File: config.mk
export PLATFORM = sky130hd
export DESIGN_NAME = coag_addr_gen
export DESIGN_NICKNAME = d
export VERILOG_FILES = /design/src/design/coag_pkg.sv /design/src/design/coag_addr_gen.sv /design/src/design/coag_mode_decode.sv
export SDC_FILE = /design/constraint.sdc
export NUM_CORES = 1
export LEC_CHECK = 0
export ABC_AREA = 0
export BUFFER_PORTS_ARGS = -buffer_cell sky130_fd_sc_hd__buf_2
export CAP_MARGIN = 20
export CORE_ASPECT_RATIO = 1.2
export CORE_UTILIZATION = 60
export CTS_BUF_LIST = sky130_fd_sc_hd__clkbuf_2 sky130_fd_sc_hd__clkbuf_4 sky130_fd_sc_hd__clkbuf_8
export DETAILED_ROUTE_END_ITERATION = 8
export GPL_TIMING_DRIVEN = 0
export HOLD_SLACK_MARGIN = 0.08
export MAX_ROUTING_LAYER = met4
export PLACE_DENSITY_LB_ADDON = 0.3
export SKIP_LAST_GASP = 1
export SLEW_MARGIN = 20
export SYNTH_ARGS = -nofsm -noshare
export SYNTH_HDL_FRONTEND = slang
export SYNTH_HIERARCHICAL = 1
export SYNTH_SLANG_ARGS = --single-unit
File: constraint.sdc
create_clock -name clk -period 5.85 [get_ports clk]
set_clock_uncertainty 0.15 [all_clocks]
set_input_delay 0.2925 -clock clk [delete_from_list [all_inputs] [get_ports clk]]
set_output_delay 0.2925 -clock clk [all_outputs]
set_load 0.005 [all_outputs]
File: src/design/coag_pkg.sv
package coag_pkg;

    // Seventeen addressing modes in seven groups
    typedef enum logic [4:0] {
        M_INH,
        M_IMM,
        M_DIR_S,
        M_DIR_L,
        M_IDX_0,
        M_IDX_S,
        M_IDX_L,
        M_IND_S,
        M_IND_L,
        M_IIX_S,
        M_IIX_L,
        M_REL_D,
        M_REL_I,
        M_BIT_D,
        M_BIT_I,
        M_BTR_D,
        M_BTR_I
    } coag_mode_t;

    typedef enum logic [2:0] {
        INH_OTHER,
        INH_SET_MASK,
        INH_CLR_MASK,
        INH_WAIT,
        INH_HALT
    } coag_inh_t;

    localparam int          ADDR_W         = 16;
    localparam int          BYTE_W         = 8;
    localparam int          MODE_COUNT     = 17;
    localparam logic [1:0]  MASK_LEVEL_SET = 2'h3;
    localparam logic [1:0]  MASK_LEVEL_CLR = 2'h0;
    localparam logic [1:0]  MASK_RESET     = 2'h3;
    localparam logic [7:0]  PAGE_ZERO_HI   = 8'h00;
    localparam logic [15:0] SHORT_IDX_MAX  = 16'h01fe;
    localparam logic [15:0] ADDR_RESET     = 16'h0000;
    localparam logic [7:0]  BYTE_RESET     = 8'h00;

endpackage

File: src/design/coag_addr_gen.sv
// Functional notes
// - Inherent instructions are one byte; nothing is fetched after the opcode.
// - Immediate mode fetches one byte after opcode, used as operand value.
// - Short direct takes one address byte, operand within 00 to FF.
// - Long direct fetches a two-byte address word reaching all 64 Kbytes.
// - Indexed address is unsigned sum of index register X or Y and offset.
// - No-offset indexed fetches nothing; index alone gives address 00 to FF.
// - Short indexed: one offset byte, sum kept unwrapped, 00 to 1FE.
// - Long indexed: two-byte offset word plus index covers 64 Kbytes.
// - Indirect: one pointer-location byte; pointer is byte (short) or word (long).
// - Short indirect uses fetched byte pointer directly, operand 00 to FF.
// - Indirect indexed address is index plus pointer read from memory.
// - Short indirect indexed: byte pointer plus index gives 00 to 1FE.
// - Short direct and indirect forms reach page zero only; long forms reach 64 Kbytes.
// - Read-modify-write instructions are accepted only with short forms.
// - Long forms take more bytes and cycles than short forms.
// - Seventeen addressing modes in seven groups are supported.
// - Set-mask inherent instruction raises interrupt mask to level 3.
// - Clear-mask inherent instruction lowers interrupt mask to level 0.
// - Halt stops oscillator; wait idles core until an interrupt arrives.
// - Relative modes add 8-bit signed offset to program counter.
`timescale 1ns/1ps
module coag_addr_gen #(
    parameter int ADDR_W = coag_pkg::ADDR_W,
    parameter int BYTE_W = coag_pkg::BYTE_W
) (
    input  wire logic                 clk,          // CPU clock, 10 MHz
    input  wire logic                 rstn,         // Async reset, active low
    input  wire logic                 start,        // Begin decoding one instruction
    input  wire coag_pkg::coag_mode_t mode,         // Addressing mode of the opcode
    input  wire coag_pkg::coag_inh_t  inhOp,        // Inherent control operation
    input  wire logic                 useY,         // Select Y instead of X
    input  wire logic                 isRmw,        // Read-modify-write instruction
    input  wire logic [15:0]          opcodeAddr,   // Address of the opcode byte
    input  wire logic [7:0]           indexX,       // Index register X
    input  wire logic [7:0]           indexY,       // Index register Y
    input  wire logic                 irqPending,   // Interrupt request, ends wait
    input  wire logic                 extWake,      // External wake, ends halt
    input  wire logic                 memAck,       // Read data valid on memRdata
    input  wire logic [7:0]           memRdata,     // Memory read data
    output logic                      memRd,        // Read request, held until memAck
    output logic [15:0]               memAddr,      // Read address
    output logic                      busy,         // Decode in progress
    output logic                      done,         // Result valid, one cycle
    output logic                      illegal,      // Rejected mode, with done
    output logic [15:0]               effAddr,      // Effective operand address
    output logic [7:0]                operand,      // Immediate operand value
    output logic [15:0]               branchTarget, // Relative branch target
    output logic [1:0]                opndCount,    // Bytes fetched after opcode
    output logic [1:0]                irqMask,      // Interrupt mask level
    output logic                      waitIdle,     // Core idle until interrupt
    output logic                      oscStop       // Oscillator stopped
);

    if (ADDR_W != 16 || BYTE_W != 8) begin : g_width_check
        $error("coag_addr_gen serves only 16-bit addresses and 8-bit bytes");
    end

    // The decoder tables assume the full mode set, nothing more or less
    if (coag_pkg::MODE_COUNT != int'(coag_pkg::M_BTR_I) + 1) begin : g_mode_check
        $error("coag_addr_gen expects seventeen addressing modes");
    end

    typedef enum logic [1:0] {ST_IDLE, ST_OPND, ST_PTR, ST_CALC} coag_state_t;

    coag_state_t          state_reg;
    coag_pkg::coag_mode_t mode_reg;
    coag_pkg::coag_inh_t  inh_reg;
    logic [15:0]          pc_reg;
    logic [7:0]           idx_reg;
    logic [7:0]           byteBuf_reg [0:1];
    logic [15:0]          ptrVal_reg;
    logic [7:0]           ptrAddr_reg;
    logic [1:0]           fetchCnt_reg;
    logic [1:0]           ptrCnt_reg;
    logic                 memRd_reg;
    logic [15:0]          memAddr_reg;
    logic                 busy_reg;
    logic                 done_reg;
    logic                 illegal_reg;
    logic [15:0]          effAddr_reg;
    logic [7:0]           operand_reg;
    logic [15:0]          branch_reg;
    logic [1:0]           irqMask_reg;
    logic                 waitIdle_reg;
    logic                 oscStop_reg;

    logic [1:0] inOpnd, inPtr, curOpnd, curPtr;
    logic       inLong, curRel, curRelPtr;
    logic       accept, rejectNow;
    logic [15:0] effAddr_next, branch_next, instrEnd;
    logic [7:0]  relOff;

    coag_mode_decode u_in_dec (
        .mode      (mode),
        .opndBytes (inOpnd),
        .ptrBytes  (inPtr),
        .isLong    (inLong),
        .usesIndex (),
        .isRel     (),
        .relViaPtr ()
    );

    coag_mode_decode u_cur_dec (
        .mode      (mode_reg),
        .opndBytes (curOpnd),
        .ptrBytes  (curPtr),
        .isLong    (),
        .usesIndex (),
        .isRel     (curRel),
        .relViaPtr (curRelPtr)
    );

    // No new instruction is taken while the core sleeps
    assign accept    = (state_reg == ST_IDLE) && start && !waitIdle_reg && !oscStop_reg;
    assign rejectNow = isRmw && inLong;

    // Sequencer: operand bytes from the instruction stream, then pointer bytes
    always_ff @(posedge clk or negedge rstn) begin
        if (!rstn) begin
            state_reg      <= ST_IDLE;
            mode_reg       <= coag_pkg::M_INH;
            inh_reg        <= coag_pkg::INH_OTHER;
            pc_reg         <= coag_pkg::ADDR_RESET;
            idx_reg        <= coag_pkg::BYTE_RESET;
            byteBuf_reg[0] <= coag_pkg::BYTE_RESET;
            byteBuf_reg[1] <= coag_pkg::BYTE_RESET;
            ptrVal_reg     <= coag_pkg::ADDR_RESET;
            ptrAddr_reg    <= coag_pkg::BYTE_RESET;
            fetchCnt_reg   <= 2'h0;
            ptrCnt_reg     <= 2'h0;
            memRd_reg      <= 1'b0;
            memAddr_reg    <= coag_pkg::ADDR_RESET;
            busy_reg       <= 1'b0;
        end else begin
            case (state_reg)
                ST_IDLE: begin
                    if (accept && !rejectNow) begin
                        mode_reg     <= mode;
                        inh_reg      <= inhOp;
                        pc_reg       <= opcodeAddr;
                        // Index value is copied, never written back
                        idx_reg      <= useY ? indexY : indexX;
                        fetchCnt_reg <= 2'h0;
                        ptrCnt_reg   <= 2'h0;
                        ptrVal_reg   <= coag_pkg::ADDR_RESET;
                        busy_reg     <= 1'b1;
                        if (inOpnd == 2'h0) begin
                            state_reg <= ST_CALC;
                        end else begin
                            state_reg   <= ST_OPND;
                            memRd_reg   <= 1'b1;
                            memAddr_reg <= opcodeAddr + 16'h0001;
                        end
                    end
                end
                ST_OPND: begin
                    if (memAck) begin
                        byteBuf_reg[fetchCnt_reg[0]] <= memRdata;
                        fetchCnt_reg <= fetchCnt_reg + 2'h1;
                        if (fetchCnt_reg + 2'h1 == curOpnd) begin
                            if (curPtr != 2'h0) begin
                                // Pointer sits in page zero
                                state_reg   <= ST_PTR;
                                ptrAddr_reg <= (fetchCnt_reg == 2'h0) ? memRdata
                                                                      : byteBuf_reg[0];
                                memAddr_reg <= {coag_pkg::PAGE_ZERO_HI,
                                                (fetchCnt_reg == 2'h0) ? memRdata
                                                                       : byteBuf_reg[0]};
                            end else begin
                                state_reg <= ST_CALC;
                                memRd_reg <= 1'b0;
                            end
                        end else begin
                            memAddr_reg <= memAddr_reg + 16'h0001;
                        end
                    end
                end
                ST_PTR: begin
                    if (memAck) begin
                        // First byte read shifts into the high half when a second byte follows
                        ptrVal_reg <= {ptrVal_reg[7:0], memRdata};
                        ptrCnt_reg <= ptrCnt_reg + 2'h1;
                        if (ptrCnt_reg + 2'h1 == curPtr) begin
                            state_reg <= ST_CALC;
                            memRd_reg <= 1'b0;
                        end else begin
                            // Word pointer wraps inside page zero
                            ptrAddr_reg <= ptrAddr_reg + 8'h01;
                            memAddr_reg <= {coag_pkg::PAGE_ZERO_HI, ptrAddr_reg + 8'h01};
                        end
                    end
                end
                ST_CALC: begin
                    state_reg <= ST_IDLE;
                    busy_reg  <= 1'b0;
                end
                default: begin
                    state_reg <= ST_IDLE;
                    memRd_reg <= 1'b0;
                    busy_reg  <= 1'b0;
                end
            endcase
        end
    end

    assign instrEnd = pc_reg + 16'h0001 + {14'h0000, curOpnd};
    assign relOff   = curRelPtr ? ptrVal_reg[7:0]
                    : (curOpnd == 2'h2) ? byteBuf_reg[1] : byteBuf_reg[0];
    assign branch_next = curRel ? instrEnd + {{8{relOff[7]}}, relOff}
                                : instrEnd;

    always_comb begin
        effAddr_next = coag_pkg::ADDR_RESET;
        case (mode_reg)
            coag_pkg::M_DIR_S, coag_pkg::M_BIT_D, coag_pkg::M_BTR_D:
                effAddr_next = {coag_pkg::PAGE_ZERO_HI, byteBuf_reg[0]};
            coag_pkg::M_DIR_L:
                effAddr_next = {byteBuf_reg[0], byteBuf_reg[1]};
            coag_pkg::M_IDX_0:
                effAddr_next = {coag_pkg::PAGE_ZERO_HI, idx_reg};
            coag_pkg::M_IDX_S:
                effAddr_next = {8'h00, idx_reg} + {8'h00, byteBuf_reg[0]};
            coag_pkg::M_IDX_L:
                effAddr_next = {byteBuf_reg[0], byteBuf_reg[1]} + {8'h00, idx_reg};
            coag_pkg::M_IND_S, coag_pkg::M_BIT_I, coag_pkg::M_BTR_I:
                effAddr_next = {coag_pkg::PAGE_ZERO_HI, ptrVal_reg[7:0]};
            coag_pkg::M_IND_L:
                effAddr_next = ptrVal_reg;
            coag_pkg::M_IIX_S:
                effAddr_next = {8'h00, ptrVal_reg[7:0]} + {8'h00, idx_reg};
            coag_pkg::M_IIX_L:
                effAddr_next = ptrVal_reg + {8'h00, idx_reg};
            default:
                effAddr_next = coag_pkg::ADDR_RESET;
        endcase
    end

    // Results are registered one cycle before any operand access may start
    always_ff @(posedge clk or negedge rstn) begin
        if (!rstn) begin
            done_reg    <= 1'b0;
            illegal_reg <= 1'b0;
            effAddr_reg <= coag_pkg::ADDR_RESET;
            operand_reg <= coag_pkg::BYTE_RESET;
            branch_reg  <= coag_pkg::ADDR_RESET;
        end else begin
            done_reg    <= 1'b0;
            illegal_reg <= 1'b0;
            if (accept && rejectNow) begin
                done_reg    <= 1'b1;
                illegal_reg <= 1'b1;
            end else if (state_reg == ST_CALC) begin
                done_reg    <= 1'b1;
                effAddr_reg <= effAddr_next;
                operand_reg <= (mode_reg == coag_pkg::M_IMM) ? byteBuf_reg[0]
                                                            : coag_pkg::BYTE_RESET;
                branch_reg  <= branch_next;
            end
        end
    end

    // Interrupt mask and low-power state from inherent operations
    always_ff @(posedge clk or negedge rstn) begin
        if (!rstn) begin
            irqMask_reg <= coag_pkg::MASK_RESET;
        end else if (state_reg == ST_CALC && mode_reg == coag_pkg::M_INH) begin
            if (inh_reg == coag_pkg::INH_SET_MASK) begin
                irqMask_reg <= coag_pkg::MASK_LEVEL_SET;
            end else if (inh_reg == coag_pkg::INH_CLR_MASK) begin
                irqMask_reg <= coag_pkg::MASK_LEVEL_CLR;
            end
        end
    end

    // Entry wins over a wake arriving in the same cycle
    always_ff @(posedge clk or negedge rstn) begin
        if (!rstn) begin
            waitIdle_reg <= 1'b0;
            oscStop_reg  <= 1'b0;
        end else begin
            if (state_reg == ST_CALC && mode_reg == coag_pkg::M_INH
                    && inh_reg == coag_pkg::INH_WAIT) begin
                waitIdle_reg <= 1'b1;
            end else if (irqPending) begin
                waitIdle_reg <= 1'b0;
            end
            if (state_reg == ST_CALC && mode_reg == coag_pkg::M_INH
                    && inh_reg == coag_pkg::INH_HALT) begin
                oscStop_reg <= 1'b1;
            end else if (extWake) begin
                oscStop_reg <= 1'b0;
            end
        end
    end

    assign memRd        = memRd_reg;
    assign memAddr      = memAddr_reg;
    assign busy         = busy_reg;
    assign done         = done_reg;
    assign illegal      = illegal_reg;
    assign effAddr      = effAddr_reg;
    assign operand      = operand_reg;
    assign branchTarget = branch_reg;
    assign opndCount    = fetchCnt_reg;
    assign irqMask      = irqMask_reg;
    assign waitIdle     = waitIdle_reg;
    assign oscStop      = oscStop_reg;

    a_inh_no_fetch: assert property (@(posedge clk) disable iff (!rstn)
        accept && mode == coag_pkg::M_INH |=> !memRd_reg ##1 done_reg)
        else $error("inherent instruction fetched a byte");

    a_imm_operand: assert property (@(posedge clk) disable iff (!rstn)
        done_reg && !illegal_reg && mode_reg == coag_pkg::M_IMM
            |-> fetchCnt_reg == 2'h1 && operand_reg == byteBuf_reg[0])
        else $error("immediate operand wrong");

    a_short_page_zero: assert property (@(posedge clk) disable iff (!rstn)
        done_reg && !illegal_reg && (mode_reg == coag_pkg::M_DIR_S
            || mode_reg == coag_pkg::M_IND_S || mode_reg == coag_pkg::M_IDX_0)
            |-> effAddr_reg[15:8] == 8'h00)
        else $error("short address left page zero");

    a_long_word_order: assert property (@(posedge clk) disable iff (!rstn)
        done_reg && !illegal_reg && mode_reg == coag_pkg::M_DIR_L
            |-> fetchCnt_reg == 2'h2 && effAddr_reg == {byteBuf_reg[0], byteBuf_reg[1]})
        else $error("long direct address wrong");

    a_idx_short_sum: assert property (@(posedge clk) disable iff (!rstn)
        done_reg && !illegal_reg && mode_reg == coag_pkg::M_IDX_S
            |-> effAddr_reg == {8'h00, idx_reg} + {8'h00, byteBuf_reg[0]}
                && effAddr_reg <= coag_pkg::SHORT_IDX_MAX)
        else $error("short indexed sum wrong");

    a_ptr_page_zero: assert property (@(posedge clk) disable iff (!rstn)
        state_reg == ST_PTR && memRd_reg |-> memAddr_reg[15:8] == 8'h00)
        else $error("pointer read outside page zero");

    a_rmw_long_reject: assert property (@(posedge clk) disable iff (!rstn)
        accept && isRmw && (mode == coag_pkg::M_DIR_L || mode == coag_pkg::M_IDX_L)
            |=> done_reg && illegal_reg && state_reg == ST_IDLE)
        else $error("long read-modify-write accepted");

    a_mask_set_level: assert property (@(posedge clk) disable iff (!rstn)
        accept && mode == coag_pkg::M_INH && inhOp == coag_pkg::INH_SET_MASK
            |-> ##2 irqMask_reg == 2'h3)
        else $error("mask not raised to level 3");

    a_mask_clr_level: assert property (@(posedge clk) disable iff (!rstn)
        accept && mode == coag_pkg::M_INH && inhOp == coag_pkg::INH_CLR_MASK
            |-> ##2 irqMask_reg == 2'h0)
        else $error("mask not lowered to level 0");

    a_halt_stops_osc: assert property (@(posedge clk) disable iff (!rstn)
        accept && mode == coag_pkg::M_INH && inhOp == coag_pkg::INH_HALT && !extWake
            |-> ##2 oscStop_reg && !busy_reg)
        else $error("halt did not stop oscillator");

endmodule

File: src/design/coag_mode_decode.sv
`timescale 1ns/1ps
module coag_mode_decode (
    input  wire coag_pkg::coag_mode_t mode,       // Addressing mode of the opcode
    output logic [1:0]                opndBytes,  // Bytes that follow the opcode
    output logic [1:0]                ptrBytes,   // Pointer bytes read from page zero
    output logic                      isLong,     // Long form of the mode
    output logic                      usesIndex,  // Index register joins the sum
    output logic                      isRel,      // Branch target is formed
    output logic                      relViaPtr   // Branch offset read through pointer
);

    always_comb begin
        opndBytes = 2'h0;
        ptrBytes  = 2'h0;
        isLong    = 1'b0;
        usesIndex = 1'b0;
        isRel     = 1'b0;
        relViaPtr = 1'b0;
        case (mode)
            coag_pkg::M_INH: begin
                opndBytes = 2'h0;
            end
            coag_pkg::M_IMM, coag_pkg::M_DIR_S, coag_pkg::M_BIT_D: begin
                opndBytes = 2'h1;
            end
            coag_pkg::M_DIR_L: begin
                opndBytes = 2'h2;
                isLong    = 1'b1;
            end
            coag_pkg::M_IDX_0: begin
                usesIndex = 1'b1;
            end
            coag_pkg::M_IDX_S: begin
                opndBytes = 2'h1;
                usesIndex = 1'b1;
            end
            coag_pkg::M_IDX_L: begin
                opndBytes = 2'h2;
                usesIndex = 1'b1;
                isLong    = 1'b1;
            end
            coag_pkg::M_IND_S, coag_pkg::M_BIT_I: begin
                opndBytes = 2'h1;
                ptrBytes  = 2'h1;
            end
            coag_pkg::M_IND_L: begin
                opndBytes = 2'h1;
                ptrBytes  = 2'h2;
                isLong    = 1'b1;
            end
            coag_pkg::M_IIX_S: begin
                opndBytes = 2'h1;
                ptrBytes  = 2'h1;
                usesIndex = 1'b1;
            end
            coag_pkg::M_IIX_L: begin
                opndBytes = 2'h1;
                ptrBytes  = 2'h2;
                usesIndex = 1'b1;
                isLong    = 1'b1;
            end
            coag_pkg::M_REL_D: begin
                opndBytes = 2'h1;
                isRel     = 1'b1;
            end
            coag_pkg::M_REL_I: begin
                opndBytes = 2'h1;
                ptrBytes  = 2'h1;
                isRel     = 1'b1;
                relViaPtr = 1'b1;
            end
            coag_pkg::M_BTR_D: begin
                opndBytes = 2'h2;
                isRel     = 1'b1;
            end
            coag_pkg::M_BTR_I: begin
                opndBytes = 2'h2;
                ptrBytes  = 2'h1;
                isRel     = 1'b1;
            end
            default: begin
                opndBytes = 2'h0;
            end
        endcase
    end

endmodule

# == Yosys cells after proc, flatten, opt, wreduce, memory -nomap -nowiden ==
# Index checks and enable logic that the tools add are counted.
# op_classes
n_addsub,12
n_lt_le_gt_ge,2
eq_ne,51
mux,65
n_bitwise,2
n_reduce_logical,47
# ops
cell,count
$mux 16,10
$pmux 16 s9,1
$mux 8,11
$eq 5x4->1 const B,16
$add 16x1->16 const B,3
$pmux 16 s3,1
$eq 5x3->1 const B,7
$add 16x8->16,2
$pmux 16 s2,1
$mux 2,11
$reduce_or 11->1,2
$eq 5x2->1 const B,4
$pmux 2 s2,5
$mux 1,19
$add 8x8->9,2
$add 16x16->16,1
$add 16x2->16,1
$bwmux 16,1
$ne 2x2->1 const B,8
$pmux 8 s2,1
$reduce_bool 2->1,8
$reduce_or 4->1,4
$eq 5x1->1 const B,2
$eq 5x5->1 const B,2
32 further kinds,56
# word_totals
ff_bits,142
in_bits,56
word_cells,201

# == Logic depth before layout (Yosys ltp) ==
# depth
word_depth,8
ltp_mapped,17

# == Hierarchy ==
# The synthesis kept the hierarchy.
# modules_own_cells
mod,n_inst,cells_each,area_each_um2,seq_area_each_um2
coag_addr_gen,1,1097,9634.2,3529.6
coag_mode_decode,2,32,197.7,0.0

# == Least setup slack after synthesis ==
# OpenSTA, ideal clock, no wires.
# synth_path
path_type,reg2reg
start,register mode_reg[2]
end,register branch_reg[12] (netlist: branchTarget[12])
t_arrival_ps,3787
slack_ps,1831
stages_incl_launch_ff,16
n_path_buf,1
period_less_slack_ps,4019
path_cell_list,dfrtp_1 -> buf_2 -> xnor2_1 -> a311oi_1 -> inv_1 -> ha_1 -> fa_1 -> inv_1 -> fa_1 -> a21o_1 -> a21o_1 -> a21oi_4 -> o21ai_2 -> a21o_1 -> or4b_1 -> a31oi_1
# synth_between
elab_chain_cells,8
# synth_rtl
element,line_no,source
"start, declared",coag_addr_gen.sv:67,coag_pkg::coag_mode_t mode_reg;
"start signal, assigned",coag_addr_gen.sv:122,mode_reg <= coag_pkg::M_INH;
"start signal, assigned",coag_addr_gen.sv:139,mode_reg <= mode;
"$eq 5x1->1, or another cell as far along",coag_mode_decode.sv:19,case (mode)
$reduce_or 11->1 (no source line) or $reduce_or 4->1 (tied branches),-,
$pmux 2 s2 *,coag_mode_decode.sv:19,
net curOpnd[0],coag_addr_gen.sv:88,"logic [1:0] inOpnd, inPtr, curOpnd, curPtr;"
"parallel branches: the longest is 4 deep, another holds $add 16x2->16",-,
$mux 16 *,coag_addr_gen.sv:210,"assign branch_next = curRel ? instrEnd + {{8{relOff[7]}}, relOff}"
"end signal, assigned",coag_addr_gen.sv:246,branch_reg <= coag_pkg::ADDR_RESET;
"end signal, assigned",coag_addr_gen.sv:258,branch_reg <= branch_next;
"end, declared",coag_addr_gen.sv:83,logic [15:0] branch_reg;
# Mark *: on every way through the listed nets, which the timed path passes.
# A chain may end at the register's enable or synchronous reset.

# == Worst setup path after layout ==
# layout_path
start,register mode_reg[0]
end,register branch_reg[15] (netlist: branchTarget[15])
# Same word-level chain as after synthesis.

==> impl_metrics.py <==
metrics = {
    "timing": {
        "hold_viol_final": 0,
        "fin_setup_tns_ns": 0,
        "fin_crit_sh": 0.810,
        "worst_hold_slack_ns": 0.250,
        "max_freq_mhz": 211,
        "tightest_slew_ns": 1.22,
        "slew_violations": 0,
        "finalCriticalPeriod_ns": 4.74,
        "setup_viol": 0,
        "slew-limit-headroom": 0.179,
        "layout_setup_ws_ns": 1.11,
        "rsz0062_at_grt": "false",
    },
    "floorplan": {
        "dieWidth_um": 119,
        "initial_core_util": 0.612,
        "dieArea_mm2": 0.0170,
        "die_h_um": 143,
        "row_count": 51,
        "io_pins": 122,
        "core_area_mm2": 0.0162,
    },
    "power": {
        "ir_worst_vdd_v": 0.000382,
        "p_per_area_mw_per_mm2": 629,
        "leakage_nw": 5.43,
    },
    "clock_tree": {
        "clkSlewWorstSetupHoldPaths_ns": 0.09,
        "cts_made_buffers": 17,
        "clockBufferDepth": 2,
        "post-cts-setup-buffers": 0,
        "clk_latency_ns": 0.47,
        "clock-root-buffer": "clkbuf_8",
        "cts_tree": "done",
        "cts_htree_levels": 4,
        "cts_sinks": 141,
    },
    "setup_path": {
        "rr_startpoint": "mode_reg[0]",
        "endpoint_kind": "register",
        "cp.arrival_ns": 4.96,
        "critPathKind": "register to register",
        "crit_fanout": 8,
        "startpoint_type": "register",
        "required_ns": 6.07,
        "r2r_setup_slack_ns": 1.11,
        "crit_start": "mode_reg[0]",
    },
    "yosys": {
        "syn-num-nets": 1246,
        "netlist_area_mm2": 0.00992,
        "syn_area_per_cell_um2": 8.68,
        "syn_inst": 1143,
        "yosysWarnings": 6,
    },
    "finish": {
        "layout_commonest_cell": "nand2_1",
        "final_core_util": 0.725,
        "final_area_mm2": 0.0118,
        "drive_gt1_frac": 0.180,
        "multi_input_area_mm2": 0.00601,
        "area_growth_pct": 18.6,
        "fillers": 1266,
        "register_area_mm2": 0.00353,
        "finalNetCount": 1439,
        "final_cell_mix": "164 x nand2_1, 140 x dfrtp_1, 134 x buf_2, 115 x o21ai_0, 74 x nor2_1",
    },
    "flow_run": {
        "maxCapViolations": 0,
    },
    "placement": {
        "gp_congestion": 0.951,
        "dp_slack_ns": 1.22,
        "io_buffers": 120,
        "placed_area_mm2": 0.0108,
        "dpl.hpwl_um": 21300,
    },
    "routing": {
        "detail-route-antenna-nets": 0,
        "viasPerCell": 6.22,
        "drt-initial-drc-count": 833,
        "vias": 9708,
        "wl_um": 30100,
        "wl_per_cell_um": 19.3,
        "drc": 0,
        "drtPass1Iterations": 7,
    },
    "global_routing": {
        "grt_first_pass_wirelength_um": 48000,
        "grt_pass1_vias": 9355,
        "grt_overflow": 0,
        "antenna_found_initial": 0,
        "grtUsageTotal": 0.374,
        "grt_max_degree": 77,
    },
    "status": {
        "status": "complete, no violations",
    },
    "hold_path": {
        "hp-class": "input pin to asynchronous set/reset pin",
    },
}
worst max-delay path, cell delays in order, from the launching register on:
cell and delay [ns]:
dfrtp_1 0.39, buf_2 0.18, xnor2_1 0.13, o21a_1 0.17, o21ai_0 0.61, inv_1 0.14, fa_1 0.51, nor3_1 0.43
nand2_1 0.12, xnor2_1 0.22, ha_1 0.32, a211oi_1 0.26, nor2_1 0.12, o21ai_0 0.21, nand3_1 0.12, xor2_1 0.16
and3_1 0.20, o31ai_1 0.18
metal layers:
| metal | up-vias | track usage | share of wire |
|---|---|---|---|
| met5 | - | - | 0 |
| met3 | 105 | 0.0575 | 0.066 |
| met4 | 0 | 0.192 | 0.046 |
| met1 | 4626 | 0.456 | 0.40 |
| met2 | 478 | 0.606 | 0.49 |
| li1 | 4499 | - | - |
final cells by class:
| type | instances | area share |
|---|---|---|
| flip-flops and latches | 141 | 0.300 |
| repair buffers | 174 | 0.0994 |
| diodes | 1 | 0.000213 |
| inverters | 32 | 0.0102 |
| well taps | 212 | 0.0226 |
| multi-input cells | 908 | 0.511 |
| clock buffers | 18 | 0.0211 |
| plain buffers | 62 | 0.0221 |
| clock inverters | 14 | 0.0134 |
power by group:
group | internal [W] | switching, W
clock | 0.000396 | 0.000427
combinational | 0.00191 | 0.00278
sequential | 0.00139 | 0.000491
total | 0.00370 | 0.00370
stage by stage:
step           std cells  power [W]
3_3_place_gp        1475    0.00627
6_report            1562    0.00740
5_1_grt             1561    0.00796
4_1_cts             1561    0.00727
3_5_place_dp        1476    0.00639
2_1_floorplan       1143    0.00513
worst paths after layout:
kind / to / cells after the start
max: branchTarget[15] / 17
min: effAddr[6] / 2
max reg2reg: branchTarget[15] / 17
min reg2reg: branchTarget[13] / 2
max in group asynchronous: inh_reg[1] / 3
min in group clk: done / 4
what timing repair did:
item                                   CTS  global route
endpoints found under the hold margin  135             0
hold buffers                            53             0
resized for setup                        0             0
No activity file was read; power rests on OpenSTA's default activity.
